### config.mk
export PLATFORM = sky130hd
export DESIGN_NAME = charger_ctrl
export DESIGN_NICKNAME = d
export VERILOG_FILES = /design/src/common/charger_ctrl_pkg.sv /design/src/rtl/pulse_timer.sv /design/src/rtl/charger_ctrl.sv
export SDC_FILE = /design/constraint.sdc
export NUM_CORES = 1
export LEC_CHECK = 0
export ABC_AREA = 1
export BUFFER_PORTS_ARGS = -buffer_cell sky130_fd_sc_hd__buf_2
export CORE_AREA = 8 8 142 144
export DETAILED_ROUTE_END_ITERATION = 8
export DIE_AREA = 0 0 150 152
export GPL_ROUTABILITY_DRIVEN = 1
export MAX_ROUTING_LAYER = met4
export SETUP_SLACK_MARGIN = 0.4
export SYNTH_ARGS = -nofsm -noshare
export SYNTH_HDL_FRONTEND = slang
export SYNTH_SLANG_ARGS = --single-unit
### constraint.sdc
create_clock -name clk -period 1.7 [get_ports clk]
set_clock_uncertainty 0.1 [all_clocks]
set_input_delay 0.255 -clock clk [delete_from_list [all_inputs] [get_ports clk]]
set_output_delay 0.255 -clock clk [all_outputs]
set_load 0.03 [all_outputs]
### src/common/charger_ctrl_pkg.sv
// Constants and types shared by the charger control logic
// ****************************************************************
// Notes on behaviour
// - High-impedance request bit at 1 puts the device in high-impedance state.
// - High-impedance stops converter, ADC, gate drives and regulator output.
// - High-impedance exits only on host clearing request or power-on reset.
// - Any fault stops converter and clears charge enable; regulator stays on.
// - Supply rising above lockout resets all registers and readies the port.
// - Each event pulls the event pin low for 256 us, then releases it; an event during a running pulse starts no new pulse.
// - Alarm indications are spaced at least 120 ms apart.
// - Battery overcurrent is acted on within 640 us.
// - Adapter overvoltage is acted on within 100 ns.
// - Host picks the active input; after reset input 1 is primary.
// - At power-on, grounded gate pins are sensed and fitted flags recorded.
// - A single GaN switch is handled exactly like a switch pair.
// - Four input arrangements are supported, from no switch to two pairs.
// - A gate drive turns on only if its switch is fitted.
// - Charging continues only while input current exceeds undercurrent limit.
// - Gate on also needs adapter valid, no disable, no high-z, bus absent.
// ****************************************************************
package charger_ctrl_pkg;
  localparam int unsigned CLK_MHZ = 250;
  localparam int unsigned EVENT_PULSE_US = 256;
  localparam int unsigned ALARM_GAP_MS = 120;
  localparam int unsigned BAT_OCP_RESP_US = 640;
  localparam int unsigned ADP_OVP_RESP_NS = 100;
  localparam int unsigned EVENT_PULSE_CYC = EVENT_PULSE_US * CLK_MHZ;
  localparam int unsigned ALARM_GAP_CYC = ALARM_GAP_MS * 1000 * CLK_MHZ;
  // Longest times round down
  localparam int unsigned BAT_OCP_CYC = BAT_OCP_RESP_US * CLK_MHZ;
  localparam int unsigned ADP_OVP_CYC = (ADP_OVP_RESP_NS * CLK_MHZ) / 1000;
  localparam int unsigned SENSE_CYC = 16;
  localparam logic [1:0] SOURCE_RESET = 2'h0;
  localparam logic HIZ_RESET = 1'h0;
  localparam logic CHARGE_ENABLE_RESET = 1'h0;
  typedef enum logic [1:0] {
    PWR_SENSE = 2'b00,
    PWR_LATCH = 2'b01,
    PWR_READY = 2'b10
  } power_state_t;
endpackage : charger_ctrl_pkg

### src/rtl/pulse_timer.sv
// Retriggerable-blocking one-shot timer of programmable length
`timescale 1ns/1ns
`default_nettype none
module pulse_timer #(
  parameter int unsigned LENGTH = 64000,
  parameter int unsigned WIDTH = 32
) (
  input wire logic clk, // Clock
  input wire logic rst_n, // Async reset, active low
  input wire logic start, // Start request
  output logic busy // High while timing
);
  logic [WIDTH-1:0] count;

  always_ff @(posedge clk or negedge rst_n) begin
    if (!rst_n) begin
      count <= '0;
      busy <= 1'b0;
    end else if (busy) begin
      if (count == WIDTH'(LENGTH - 1)) begin
        busy <= 1'b0;
        count <= '0;
      end else begin
        count <= count + WIDTH'(1);
      end
    end else if (start) begin
      busy <= 1'b1;
      count <= '0;
    end
  end
endmodule : pulse_timer
`default_nettype wire

### src/rtl/charger_ctrl.sv
// Charger high-impedance, fault, event timing and input switch control
`timescale 1ns/1ns
`default_nettype none
module charger_ctrl #(
  parameter int unsigned EVENT_CYC = charger_ctrl_pkg::EVENT_PULSE_CYC,
  parameter int unsigned ALARM_CYC = charger_ctrl_pkg::ALARM_GAP_CYC,
  parameter int unsigned OCP_CYC = charger_ctrl_pkg::BAT_OCP_CYC
) (
  input wire logic clk, // 250 MHz clock
  input wire logic rst_n, // Power-on reset, active low
  input wire logic hiz_wr, // Host write strobe, high-z bit
  input wire logic hiz_wdata, // Value written to high-z bit
  input wire logic charge_enable_wr, // Host write strobe, charge enable
  input wire logic charge_enable_wdata, // Value written to charge enable
  input wire logic dis_wr, // Host write strobe, switch disable
  input wire logic dis_wdata, // Value for both_switch_disable
  input wire logic src_wr, // Host write strobe, source select
  input wire logic [1:0] src_wdata, // Bit0 gate 1 on, bit1 gate 2 on unless gate 1 on; 0 = input 1 first
  input wire logic fault_in, // Any other fault, async pin
  input wire logic bat_ocp_in, // Battery overcurrent comparator
  input wire logic adp_ovp1_in, // Adapter 1 overvoltage comparator
  input wire logic adp_ovp2_in, // Adapter 2 overvoltage comparator
  input wire logic bus_ucp_in, // Input current below limit
  input wire logic adp1_present_in, // Adapter 1 present
  input wire logic adp2_present_in, // Adapter 2 present
  input wire logic adp1_tied_bus_in, // Adapter 1 tied to bus node
  input wire logic adp2_tied_bus_in, // Adapter 2 tied to bus node
  input wire logic bus_present_in, // Bus node above presence level
  input wire logic out_present_in, // Output above presence level
  input wire logic gate1_grounded_in, // Gate 1 pin sensed at ground
  input wire logic gate2_grounded_in, // Gate 2 pin sensed at ground
  input wire logic alarm_event_in, // Alarm condition event
  output logic high_impedance_request, // High-z request bit
  output logic charge_enable, // Charge enable bit
  output logic both_switch_disable, // Both-switch disable bit
  output logic converter_run, // Converter switching allowed
  output logic adc_run, // ADC conversions allowed
  output logic internal_regulator_out, // Regulator enable
  output logic gate_drive1, // Input switch 1 gate drive
  output logic gate_drive2, // Input switch 2 gate drive
  output logic input1_switch_fitted_flag, // Switch 1 fitted
  output logic input2_switch_fitted_flag, // Switch 2 fitted
  output logic bus_supply_present_flag, // Bus supply present
  output logic output_supply_present_flag, // Output supply present
  output logic host_port_ready, // Host register port usable
  output logic event_pulse_out_n, // Event pin, low while active
  output logic alarm_indication // One-cycle alarm indication
);
  import charger_ctrl_pkg::*;

  // ****************************************************************
  // Input synchronisers
  // ****************************************************************
  localparam int NS = 14;
  logic [NS-1:0] raw;
  logic [NS-1:0] sync1;
  logic [NS-1:0] sync2;
  assign raw = {fault_in, bat_ocp_in, adp_ovp1_in, adp_ovp2_in, bus_ucp_in,
                adp1_present_in, adp2_present_in, adp1_tied_bus_in,
                adp2_tied_bus_in, bus_present_in, out_present_in,
                gate1_grounded_in, gate2_grounded_in, alarm_event_in};

  always_ff @(posedge clk or negedge rst_n) begin
    if (!rst_n) begin
      sync1 <= '0;
      sync2 <= '0;
    end else begin
      sync1 <= raw;
      sync2 <= sync1;
    end
  end

  logic s_fault, s_ocp, s_ovp1, s_ovp2, s_ucp, s_p1, s_p2, s_t1, s_t2;
  logic s_bus, s_out, s_g1, s_g2, s_alarm;
  assign {s_fault, s_ocp, s_ovp1, s_ovp2, s_ucp, s_p1, s_p2, s_t1, s_t2,
          s_bus, s_out, s_g1, s_g2, s_alarm} = sync2;

  // ****************************************************************
  // Power-on sequence and switch detection
  // ****************************************************************
  power_state_t pstate;
  logic [4:0] sense_cnt;

  always_ff @(posedge clk or negedge rst_n) begin
    if (!rst_n) begin
      pstate <= PWR_SENSE;
      sense_cnt <= '0;
    end else begin
      case (pstate)
        PWR_SENSE: begin
          sense_cnt <= sense_cnt + 5'h1;
          if (sense_cnt == 5'(SENSE_CYC - 1)) pstate <= PWR_LATCH;
        end
        PWR_LATCH: pstate <= PWR_READY;
        PWR_READY: pstate <= PWR_READY;
        default: pstate <= PWR_SENSE;
      endcase
    end
  end

  // Fitted when gate pin not grounded; GaN and pair alike
  always_ff @(posedge clk or negedge rst_n) begin
    if (!rst_n) begin
      input1_switch_fitted_flag <= 1'b0;
      input2_switch_fitted_flag <= 1'b0;
    end else if (pstate == PWR_LATCH) begin
      input1_switch_fitted_flag <= !s_g1;
      input2_switch_fitted_flag <= !s_g2;
    end
  end

  logic ready;
  assign ready = (pstate == PWR_READY);

  always_ff @(posedge clk or negedge rst_n) begin
    if (!rst_n) begin
      host_port_ready <= 1'b0;
      bus_supply_present_flag <= 1'b0;
      output_supply_present_flag <= 1'b0;
    end else begin
      host_port_ready <= ready;
      bus_supply_present_flag <= s_bus;
      output_supply_present_flag <= s_out;
    end
  end

  // ****************************************************************
  // Control bits
  // ****************************************************************
  logic ocp_trip;
  logic fault_any;
  assign fault_any = s_fault | ocp_trip | s_ovp1 | s_ovp2 | s_ucp;

  always_ff @(posedge clk or negedge rst_n) begin
    if (!rst_n) begin
      high_impedance_request <= HIZ_RESET;
    end else if (ready && hiz_wr) begin
      high_impedance_request <= hiz_wdata;
    end
  end

  // Fault clear wins over a host set in the same cycle
  always_ff @(posedge clk or negedge rst_n) begin
    if (!rst_n) begin
      charge_enable <= CHARGE_ENABLE_RESET;
    end else if (fault_any) begin
      charge_enable <= 1'b0;
    end else if (ready && charge_enable_wr) begin
      charge_enable <= charge_enable_wdata;
    end
  end

  always_ff @(posedge clk or negedge rst_n) begin
    if (!rst_n) begin
      both_switch_disable <= 1'b0;
    end else if (ready && dis_wr) begin
      both_switch_disable <= dis_wdata;
    end
  end

  // Host source choice, input 1 primary by default
  logic [1:0] src_sel;
  always_ff @(posedge clk or negedge rst_n) begin
    if (!rst_n) begin
      src_sel <= SOURCE_RESET;
    end else if (ready && src_wr) begin
      src_sel <= src_wdata;
    end
  end

  // ****************************************************************
  // Battery overcurrent response delay
  // ****************************************************************
  logic [31:0] ocp_cnt;
  always_ff @(posedge clk or negedge rst_n) begin
    if (!rst_n) begin
      ocp_cnt <= '0;
      ocp_trip <= 1'b0;
    end else if (!s_ocp) begin
      ocp_cnt <= '0;
      ocp_trip <= 1'b0;
    end else if (ocp_cnt >= 32'(OCP_CYC - 4)) begin
      ocp_trip <= 1'b1;
    end else begin
      ocp_cnt <= ocp_cnt + 32'h1;
    end
  end

  // ****************************************************************
  // Converter, ADC and regulator enables
  // ****************************************************************
  always_ff @(posedge clk or negedge rst_n) begin
    if (!rst_n) begin
      converter_run <= 1'b0;
      adc_run <= 1'b0;
      internal_regulator_out <= 1'b0;
    end else begin
      converter_run <= ready && !high_impedance_request && !fault_any
                       && charge_enable;
      adc_run <= ready && !high_impedance_request;
      internal_regulator_out <= ready && !high_impedance_request;
    end
  end

  // ****************************************************************
  // Input switch gate drives
  // ****************************************************************
  logic ok1, ok2, want1, want2;
  assign ok1 = ready && input1_switch_fitted_flag && !s_t1 && s_p1
               && !s_ovp1 && !both_switch_disable
               && !high_impedance_request && !s_bus;
  assign ok2 = ready && input2_switch_fitted_flag && !s_t2 && s_p2
               && !s_ovp2 && !both_switch_disable
               && !high_impedance_request && !s_bus;
  // Default: input 1 first, input 2 only if 1 cannot run
  assign want1 = (src_sel == SOURCE_RESET) ? ok1 : (src_sel[0] && ok1);
  assign want2 = (src_sel == SOURCE_RESET) ? (ok2 && !ok1)
                                            : (src_sel[1] && ok2 && !want1);

  // Registered, so any condition loss drops the drive next edge
  always_ff @(posedge clk or negedge rst_n) begin
    if (!rst_n) begin
      gate_drive1 <= 1'b0;
      gate_drive2 <= 1'b0;
    end else begin
      gate_drive1 <= want1;
      gate_drive2 <= want2;
    end
  end

  // ****************************************************************
  // Event pulse and alarm spacing
  // ****************************************************************
  logic fault_d, alarm_d, ev_start, ev_busy, al_busy, al_rise;
  always_ff @(posedge clk or negedge rst_n) begin
    if (!rst_n) begin
      fault_d <= 1'b0;
      alarm_d <= 1'b0;
    end else begin
      fault_d <= fault_any;
      alarm_d <= s_alarm;
    end
  end
  assign al_rise = s_alarm && !alarm_d;
  assign ev_start = (fault_any && !fault_d) || al_rise;

  pulse_timer #(.LENGTH(EVENT_CYC), .WIDTH(32)) u_event (
    .clk(clk),
    .rst_n(rst_n),
    .start(ev_start),
    .busy(ev_busy)
  );

  pulse_timer #(.LENGTH(ALARM_CYC), .WIDTH(32)) u_alarm (
    .clk(clk),
    .rst_n(rst_n),
    .start(al_rise),
    .busy(al_busy)
  );

  always_ff @(posedge clk or negedge rst_n) begin
    if (!rst_n) begin
      event_pulse_out_n <= 1'b1;
      alarm_indication <= 1'b0;
    end else begin
      event_pulse_out_n <= !(ev_start || ev_busy);
      alarm_indication <= al_rise && !al_busy;
    end
  end
endmodule : charger_ctrl
`default_nettype wire

Word-level counts from Yosys, hierarchy flattened:

Index checks and enable logic that the tools add are counted.

* $add $sub $neg: 4
* $mul: 0
* div/mod/pow operators: 0
* order comparisons: 1
* equality and inequality tests: 8
* shifts and indexed selects: 0
* mux-type cells: 22
* bitwise gates (word level): 4
* reductions and logical operators: 52

Operators by type and width (number)
* $mux 32: 8
* $add 32x1->32 const B: 3
* $eq 32x16->1 const B: 1
* $eq 32x25->1 const B: 1
* $ge 32x18->1 const B: 1
* $logic_and 1x1->1: 28
* $logic_not 1->1: 16
* $mux 1: 12
* $reduce_bool 2->1: 3
* $add 5x1->5 const B: 1
* $eq 5x4->1 const B: 1
* $logic_not 2->1: 2
* $ne 2x2->1 const B: 2
* $or 1x1->1: 4
* $pmux 2 s2: 1
* $eq 2x1->1 const B: 1
* $eq 2x2->1 const B: 1
* $logic_or 1x1->1: 2
* $mux 2: 1
* $ne 2x1->1 const B: 1
* $reduce_or 2->1: 1

* bits in registers: 152
* bits in latches: 0
* RAM bits: 0
* ROM bits: 0
* input bits: 25
* output and inout port bits: 15
* logic and storage cells: 118
* memories: 0

Logic depth before layout (Yosys ltp):

Gate-level depths: netlist (run 1).

* word-level depth: 13
* depth in mapped cells: 13
* gate-level depth less buffers: 11

Cells and area by module:

From an unflattened synthesis (run 1), not the netlist that was laid out.

* cell total of the unflattened synthesis: 1105
* area, all modules: 8184.1 um^2

Modules (own cells, without submodules)
* charger_ctrl: times used 1, cells an instance 366, area each 3575.9 um^2, sequential area each 2153.3 um^2
* pulse_timer at u_alarm: times used 1, cells an instance 368, area each 2331.0 um^2, sequential area each 825.8 um^2
* pulse_timer at u_event: times used 1, cells an instance 371, area each 2277.2 um^2, sequential area each 825.8 um^2

Least setup slack after synthesis (run 1):

No wires, ideal clock.

* path type: reg-to-reg
* start: register pstate[0]
* end: register gate_drive2
* data arrival time: 1.354 ns
* required time: 1.477 ns
* slack: 0.123 ns
* cell stages (with the launch flop): 9
* buffers on the path: 1
* path through: dfrtp_1 > inv_1 > ha_1 > clkbuf_1 > inv_1 > nor2_1 > nand4_1 > a21oi_1 > nor2_1

* longest elaborated chain between the ends: 13

Ends and longest elaborated chain
* from (decl): RTL line charger_ctrl.sv:81 `power_state_t pstate;`
* from (signal assigned): RTL line charger_ctrl.sv:86 `pstate <= PWR_SENSE;`
* from (signal assigned): RTL line charger_ctrl.sv:92 `if (sense_cnt == 5'(SENSE_CYC - 1)) pstate <= PWR_LATCH;`
* from (signal assigned): RTL line charger_ctrl.sv:94 `PWR_LATCH: pstate <= PWR_READY;`
* $eq 2x2->1 *: RTL line charger_ctrl.sv:113 `assign ready = (pstate == PWR_READY);`
* named net ready: RTL line charger_ctrl.sv:112 `logic ready;`
* $logic_and 1x1->1 * (3 in a row): RTL line charger_ctrl.sv:209 `assign ok1 = ready && input1_switch_fitted_flag && !s_t1 && s_p1`
* $logic_and 1x1->1 * (2 in a row): RTL line charger_ctrl.sv:210 `&& !s_ovp1 && !both_switch_disable`
* $logic_and 1x1->1 * (2 in a row): RTL line charger_ctrl.sv:211 `&& !high_impedance_request && !s_bus;`
* $logic_and 1x1->1: RTL line charger_ctrl.sv:216 `assign want1 = (src_sel == SOURCE_RESET) ? ok1 : (src_sel[0] && ok1);`
* $mux 1 *: RTL line charger_ctrl.sv:216
* named net want1: RTL line charger_ctrl.sv:208 `logic ok1, ok2, want1, want2;`
* $logic_not 1->1 *: RTL line charger_ctrl.sv:218 `: (src_sel[1] && ok2 && !want1);`
* $logic_and 1x1->1 *: RTL line charger_ctrl.sv:218
* $mux 1 *: RTL line charger_ctrl.sv:217 `assign want2 = (src_sel == SOURCE_RESET) ? (ok2 && !ok1)`
* named net want2: RTL line charger_ctrl.sv:208
* to (signal assigned): RTL line charger_ctrl.sv:227 `gate_drive2 <= want2;`
* to (decl): RTL line charger_ctrl.sv:40 `output logic gate_drive2,`

The timed path passes the listed nets; every way through them passes the cells marked *.
A chain may end at the register's enable or synchronous reset.

Final worst setup path (run 1):

* start: register sync2[11]
* end: register u_event.count[11]

* longest elaborated chain between the ends: 6

Ends and longest elaborated chain
* from (decl): RTL line charger_ctrl.sv:57 `logic [NS-1:0] sync2;`
* from (signal assigned): RTL line charger_ctrl.sv:69 `sync2 <= sync1;`
* $or 1x1->1 (3 in a row): RTL line charger_ctrl.sv:132 `assign fault_any = s_fault | ocp_trip | s_ovp1 | s_ovp2 | s_ucp;`
* named net fault_any: RTL line charger_ctrl.sv:131 `logic fault_any;`
* $logic_and 1x1->1: RTL line charger_ctrl.sv:245 `assign ev_start = (fault_any && !fault_d) || al_rise;`
* $logic_or 1x1->1: RTL line charger_ctrl.sv:245
* $reduce_bool 2->1 (no line)
* to (signal assigned): RTL line pulse_timer.sv:24 `count <= count + WIDTH'(1);`
* to (decl): RTL line pulse_timer.sv:13 `logic [WIDTH-1:0] count;`

The timed path passes the listed nets, and every way through them passes these cells.

==> results of run 1 <==
==> per-layer routing <==
| layer | wire length, um | share of wire, % |
|---|---|---|
| met2 | 12200 | 49 |
| met3 | 1140 | 4.6 |
| met4 | 654 | 2.7 |
| met1 | 10600 | 43 |
| met5 | 0 | 0 |
==> synth_stat cells, types with 2 or more instances <==
| cell | instances |
|---|---|
| nand2_1 | 332 |
| dfrtp_1 | 151 |
| nor2_1 | 136 |
| inv_1 | 120 |
| nand3_1 | 106 |
| xor2_1 | 34 |
| o21ai_0 | 29 |
| nand4_1 | 26 |
| nor3_1 | 21 |
| nand2_2 | 15 |
| ha_1 | 10 |
| a21oi_1 | 9 |
| clkbuf_1 | 9 |
| inv_2 | 5 |
| nor2_2 | 5 |
| xnor2_1 | 4 |
| buf_2 | 3 |
| buf_4 | 3 |
| o22ai_1 | 3 |
| or2_2 | 3 |
| a31oi_1 | 2 |
| buf_1 | 2 |
| buf_6 | 2 |
| nand2_4 | 2 |
| nor2_4 | 2 |
| nor3_4 | 2 |
| nor3b_1 | 2 |
| nor4_1 | 2 |
| o21ai_1 | 2 |
==> worst max-delay path by stage <==
stage	startpoint	end	slack (ns)	depth (start not counted)
3_5_place_dp	u_event.count[1]	u_event.count[9]	-0.23	10
4_1_cts	ocp_cnt[27]	ocp_cnt[7]	0.08	8
3_3_place_gp	u_event.count[1]	u_event.count[12]	-0.19	10
2_1_floorplan	u_event.count[0]	u_event.count[0]	0.13	11
6_report	sync2[11]	u_event.count[11]	0.008	10
5_1_grt	u_event.count[0]	u_event.busy	-0.06	9
==> report_power, final <==
part	switching, W	internal [W]	total (W)
logic	0.00117	0.00102	0.00219
registers	0.000240	0.00383	0.00407
clock network	0.00186	0.00201	0.00388
total	0.00327	0.00686	0.0101
==> worst register-to-register path, cell delays in order, from the launching register on <==
cell and delay (ns):
dfrtp_1 0.40, nor3_2 0.21, nand2_1 0.12, nand2_2 0.10
nand3_4 0.08, inv_4 0.07, buf_12 0.10, buf_16 0.11
buf_2 0.19, nand2_1 0.07, nand2_1 0.07
==> stage by stage <==
stage | area (um^2) | setup WS (ns) | hold slack (ns) | total power, W
after floorplan | 8260 | 0.130 | -0.141 | 0.00476
after global placement | 9200 | -0.195 | -0.0118 | 0.00527
after detailed placement | 9200 | -0.229 | -0.0143 | 0.00530
after CTS | 11400 | 0.0809 | 0.0848 | 0.00978
after global routing | 12400 | -0.0611 | 0.103 | 0.0105
final | 12400 | 0.00768 | 0.103 | 0.0101
==> repair_timing <==
| item | CTS | global route |
|---|---|---|
| setup endpoints to repair | 106 | 110 |
| setup buffers | 73 | 45 |
| hold buffers | 24 | 0 |
| gates resized for setup | 207 | 191 |
| cloned | 4 | 0 |
| hold endpoints to repair | 170 | 0 |
| pin swaps | 83 | 109 |
==> state kept, by name, summed over array words and instances (netlist names), 2 cells and up <==
name	cells
ocp_cnt	32
pstate	2
sense_cnt	5
src_sel	2
sync1	14
sync2	14
u_alarm.count	32
u_event.count	32
==> logic make-up after synthesis <==
group | after synthesis | synth area share [%]
flops | 152 | 47.8
buf+inv | 146 | 7.41
mux | 1 | 0.142
xor+xnor | 38 | 4.18
compound gates | 47 | 3.11
fa+ha+maj | 10 | 1.57
simple gates | 658 | 35.8
==> cell usage in the layout, fill, tap and decap left out, types with 5 or more instances in the layout <==
cell type,count
nand4_1,26
buf_2,24
buf_6,53
dfrtp_2,20
xor2_1,30
nor3_2,7
nand2_4,24
nand2_2,64
dfrtp_1,131
buf_12,10
clkinv_8,7
buf_4,138
o21ai_2,9
nor2_1,69
a21oi_2,5
inv_4,7
inv_2,24
nand3_4,7
nand3_2,39
clkbuf_16,17
nand2_1,260
inv_1,93
ha_4,5
dlygate4sd3_1,24
nor3_4,13
o21ai_1,18
nor2_4,47
nor2_2,28
nand3_1,60
==> area by class of cell <==
class                           instances  area (um^2)  area share [%]
Timing Repair Buffer                  251         2240            18.0
Clock buffer                           17          425            3.42
Inverter                              126          499            4.01
Clock inverter                         15          199            1.60
Sequential cell                       152         3830            30.8
Multi-Input combinational cell        757         4970            39.9
Tap cell                              229          287            2.30
==> flow_metrics.tcl, run 1 <==
set metrics [dict create \
    min_path_type "primary input to async pin" \
    critPathRequiredTime_ns 1.97 \
    synth_area_per_cell_um2 7.56 \
    io_pins 40 \
    route.detailed.drc 0 \
    grt-ovfl-total 0 \
    grt_pass1_wl_mm 37.4 \
    top_usage_layer "met2" \
    status "complete, no violations" \
    via_count 7952 \
    synth_top_cell_by_area "dfrtp_1" \
    grtUsageMet2_pct 32.5 \
    vias_per_cell 5.14 \
    power.leakage_nw 6.13 \
    htree_levels 4 \
    hpwlAfterDp_mm 14.2 \
    cp-start-kind "register" \
    critical_path_class "register to register" \
    initial_core_util_pct 44.7 \
    critPathBufInv 4 \
    die_x_um 150 \
    max_freq_ghz 0.591 \
    cap_violations 0 \
    crit_top_cell "nand2_1" \
    netlist.area_leader.share_pct 47.5 \
    die_y_um 152 \
    num_antenna_cells 0 \
    path_max_fanout 6 \
    crit_family "simple AND/OR/NAND/NOR gates" \
    reg2reg_depth 10 \
    grt_use_met3_pct 3.06 \
    slew_viol_final 0 \
    maxSlewHeadroom_pct 67.5 \
    finalCritPeriodShare_pct 99.5 \
    post-place-cells 1369 \
    reg2reg_to "u_event.count[11]" \
    cts_buffers 17 \
    synth_edf_count 0 \
    clk_pin_slew_ns 0.07 \
    synth.distinct_cells 39 \
    first_pass_iters 7 \
    clockBufferDepth 2 \
    port_buffers 39 \
    worst_path_largest_cell_delay_ns 0.40 \
    grt_max_degree 56 \
    final-setup-viol-count 0 \
    fp-row-count 49 \
    synth_seq_area_share_pct 47.8 \
    ff2ff_setup_slack_ns 0.008 \
    nNetsFinal 1340 \
    tns_ns 0 \
    crit_chain "nor3_2 -> nand2_1 -> nand2_2 -> nand3_4 -> inv_4 -> buf_12 -> buf_16 -> buf_2 -> nand2_1 -> nand2_1" \
    met1_usage_pct 26.9 \
    cp-end-kind "register" \
    nFillCells 1322 \
    drive_gt1_share_pct 44.2 \
    finalCoreUtilization_pct 70.0 \
    drt-initial-drc-count 616 \
    syn_nets 1087 \
    worst_ir_drop_vdd_mv 0.730 \
    cp.arrival_ns 1.96 \
    clockRootBuffer "clkbuf_16" \
    die_area_mm2 0.0228 \
    ant_nets 0 \
    cts.sinks 152 \
    layout_min_cycle_time_ns 1.69 \
    insertion_delay_ns 0.44 \
    syn_to_final_growth_pct 56.4 \
    synth_flop_cell "dfrtp_1" \
    worst_path_max_delay_cell "dfrtp_1" \
    synth_seq_cells 152 \
    regToRegStartpoint "sync2[11]" \
    grtUsageTotal_pct 20.9 \
    finalWirelength_mm 24.6 \
    grt_antenna_before_repair 0 \
    cts_tree "yes" \
    finalHoldViolCount 0 \
    grt_pass1_vias 7571 \
    gp_congestion 0.907 \
    rsz0062_at_grt "yes" \
    wl_per_cell_um 15.9 \
    tightestPinTransition_ns 0.487 \
    power.density_mw_per_mm2 814 \
    async_flop_share_pct 100 \
    instances_no_fill 1547 \
    ys_warn_count 0 \
    synth_cells 1052 \
    netlist_area_mm2 0.00796 \
    core_region_area_mm2 0.0178 \
    synth_area_leaders "dfrtp_1 47%, nand2_1 16%, nand3_1 6.7%, nor2_1 6.4%, inv_1 5.7%" \
]
Note: power is estimated with default switching activity, not from simulation.
==> inputs of run 2 (changes only) <==
--- a/config.mk
+++ b/config.mk
@@ -6,10 +6,10 @@
 export NUM_CORES = 1
 export LEC_CHECK = 0
 export ABC_AREA = 1
-export BUFFER_PORTS_ARGS = -buffer_cell sky130_fd_sc_hd__buf_2
 export CORE_AREA = 8 8 142 144
 export DETAILED_ROUTE_END_ITERATION = 8
 export DIE_AREA = 0 0 150 152
+export DONT_BUFFER_PORTS = 1
 export GPL_ROUTABILITY_DRIVEN = 1
 export MAX_ROUTING_LAYER = met4
 export SETUP_SLACK_MARGIN = 0.4
==> constraint.sdc (replaced) <==
create_clock -name clk -period 1.7 [get_ports clk]
set_clock_uncertainty 0.1 [all_clocks]
set_input_delay 0.17 -clock clk [delete_from_list [all_inputs] [get_ports clk]]
set_output_delay 0.17 -clock clk [all_outputs]
set_load 0.03 [all_outputs]
==> flow_metrics.tcl, run 2 (synthesis results as in run 1) <==
set metrics [dict create \
    critical_path_class "register to register" \
    fp-row-count 49 \
    drive_gt1_share_pct 41.2 \
    cap_violations 0 \
    grtUsageTotal_pct 20.2 \
    routedLengthMet1_mm 10.3 \
    drt-initial-drc-count 520 \
    gp_congestion 0.887 \
    core_region_area_mm2 0.0178 \
    wl_per_cell_um 15.7 \
    syn_to_final_growth_pct 49.2 \
    vias_per_cell 5.11 \
    power_w 0.00971 \
    grt_pass1_vias 7401 \
    worst_path_largest_cell_delay_ns 0.42 \
    worst_ir_drop_vdd_mv 0.667 \
    power.density_mw_per_mm2 818 \
    port_buffers 0 \
    nFillCells 1347 \
    grt_antenna_before_repair 0 \
    cp-start-kind "register" \
    finalCritPeriodShare_pct 100 \
    violations "hold timing, setup timing" \
    multi_input_area_mm2 0.00485 \
    crit_family "simple AND/OR/NAND/NOR gates" \
    hpwlAfterDp_mm 13.7 \
    worst_path_max_delay_cell "dfrtp_1" \
    wl_met2_mm 11.7 \
    power.leakage_nw 5.82 \
    ant_nets 0 \
    layout_commonest_cell "nand2_1" \
    nNetsFinal 1286 \
    min_path_type "primary input to async pin" \
    crit_top_cell "nand2_1" \
    clk_pin_slew_ns 0.08 \
    ctsHoldBuffers 23 \
    highest_layer "met4" \
    final-setup-viol-count 2 \
    cts_tree "yes" \
    clockBufferDepth 2 \
    die_y_um 152 \
    tightestPinTransition_ns 0.462 \
    via_count 7636 \
    path_max_fanout 6 \
    initial_core_util_pct 44.7 \
    rsz0062_at_grt "yes" \
    max_freq_ghz 0.587 \
    cts.sinks 152 \
    first_pass_iters 5 \
    die_area_mm2 0.0228 \
    grt_pass1_wl_mm 36.5 \
    seq_area_mm2 0.00383 \
    finalCoreUtilization_pct 66.8 \
    cp.arrival_ns 1.93 \
    finalHoldViolCount 152 \
    die_x_um 150 \
    layout_min_cycle_time_ns 1.70 \
    num_antenna_cells 0 \
    fin_ws_ns -0.00404 \
    layout_common_cells "262 x nand2_1, 131 x dfrtp_1, 130 x buf_4" \
    route.detailed.drc 0 \
    maxSlewHeadroom_pct 69.2 \
    wl_met3_um 939 \
    clockRootBuffer "clkbuf_16" \
    cts_buffers 17 \
    cp-end-kind "register" \
    insertion_delay_ns 0.44 \
    io_pins 40 \
    grt_max_degree 153 \
    critPathRequiredTime_ns 1.92 \
    grt-ovfl-total 0 \
    status "finished with violations" \
    crit_chain "inv_1 -> nand4_1 -> nor2_1 -> nand2_1 -> nor2_4 -> buf_4 -> nor2_4 -> nand2_1 -> nand2_1" \
    htree_levels 4 \
    place_ws_ns -0.244 \
    critPathBufInv 2 \
    top_regs "ocp_cnt x32, u_alarm.count x32, u_event.count x32" \
    finalWirelength_mm 23.4 \
    slew_viol_final 0 \
    whs_ns -0.681 \
]
run 2: cell count changes in the layout (fill, tap and decap cells not counted), moves of 4 or more:
cell / change
buf_12: -5
buf_2: -24
buf_4: -8
buf_6: -17
nand2_2: +4
nand2_4: -6
nand3_2: +6
xor2_1: +4
xor2_2: -4
run 2: final timing paths:
kind                              startpoint           endpoint  slack, ns  cells after the start
setup / recovery           u_event.count[17]   u_event.count[0]     -0.004                      9
hold / removal                         rst_n   u_event.count[6]      -0.68                      0
setup reg to reg           u_event.count[17]   u_event.count[0]     -0.004                      9
hold reg to reg                     sync1[4]           sync2[4]       0.25                      0
max in group asynchronous              rst_n  u_alarm.count[12]       1.85                      0
min in group clk              alarm_event_in           sync1[0]       0.19                      1
run 2: routing by layer:
metal,up-vias,GRT usage (%)
met4,0,5.95
li1,3718,-
met1,3669,26.1
met5,-,-
met2,205,32.0
met3,44,3.62
run 2: final cells by class:
| cell class | count | area share, % |
|---|---|---|
| clock buffer | 17 | 3.58 |
| sequential | 152 | 32.3 |
| clock inverter | 15 | 1.63 |
| timing repair buffer | 197 | 15.0 |
| inverter | 126 | 4.27 |
| multi-input combinational | 757 | 40.9 |
| tap | 229 | 2.41 |
run 2: timing repair:
action / 4_1_cts / 5_1_grt
setup endpoints to repair: 96 / 102
resized for setup: 169 / 180
pin swaps: 81 / 115
endpoints found under the hold margin: 171 / 152
cloned: 3 / 2
buffers inserted: 64 / 34
run 2: report_power, final:
part           switching [W]  internal (W)  total [W]
Sequential          0.000277       0.00383    0.00411
Clock                0.00187       0.00201    0.00389
Combinational       0.000892      0.000824    0.00172
run 2: per-stage QoR:
step	std cells	instance area [um^2]	hold slack, ns	TNS, ns
floorplan	1052	8260	-0.226	0
global placement	1335	8980	-0.219	-2.48
detailed placement	1335	8980	-0.220	-2.71
CTS	1457	11000	-0.693	0
global route	1493	11900	-0.696	-0.531
finish	1493	11900	-0.681	-0.00740
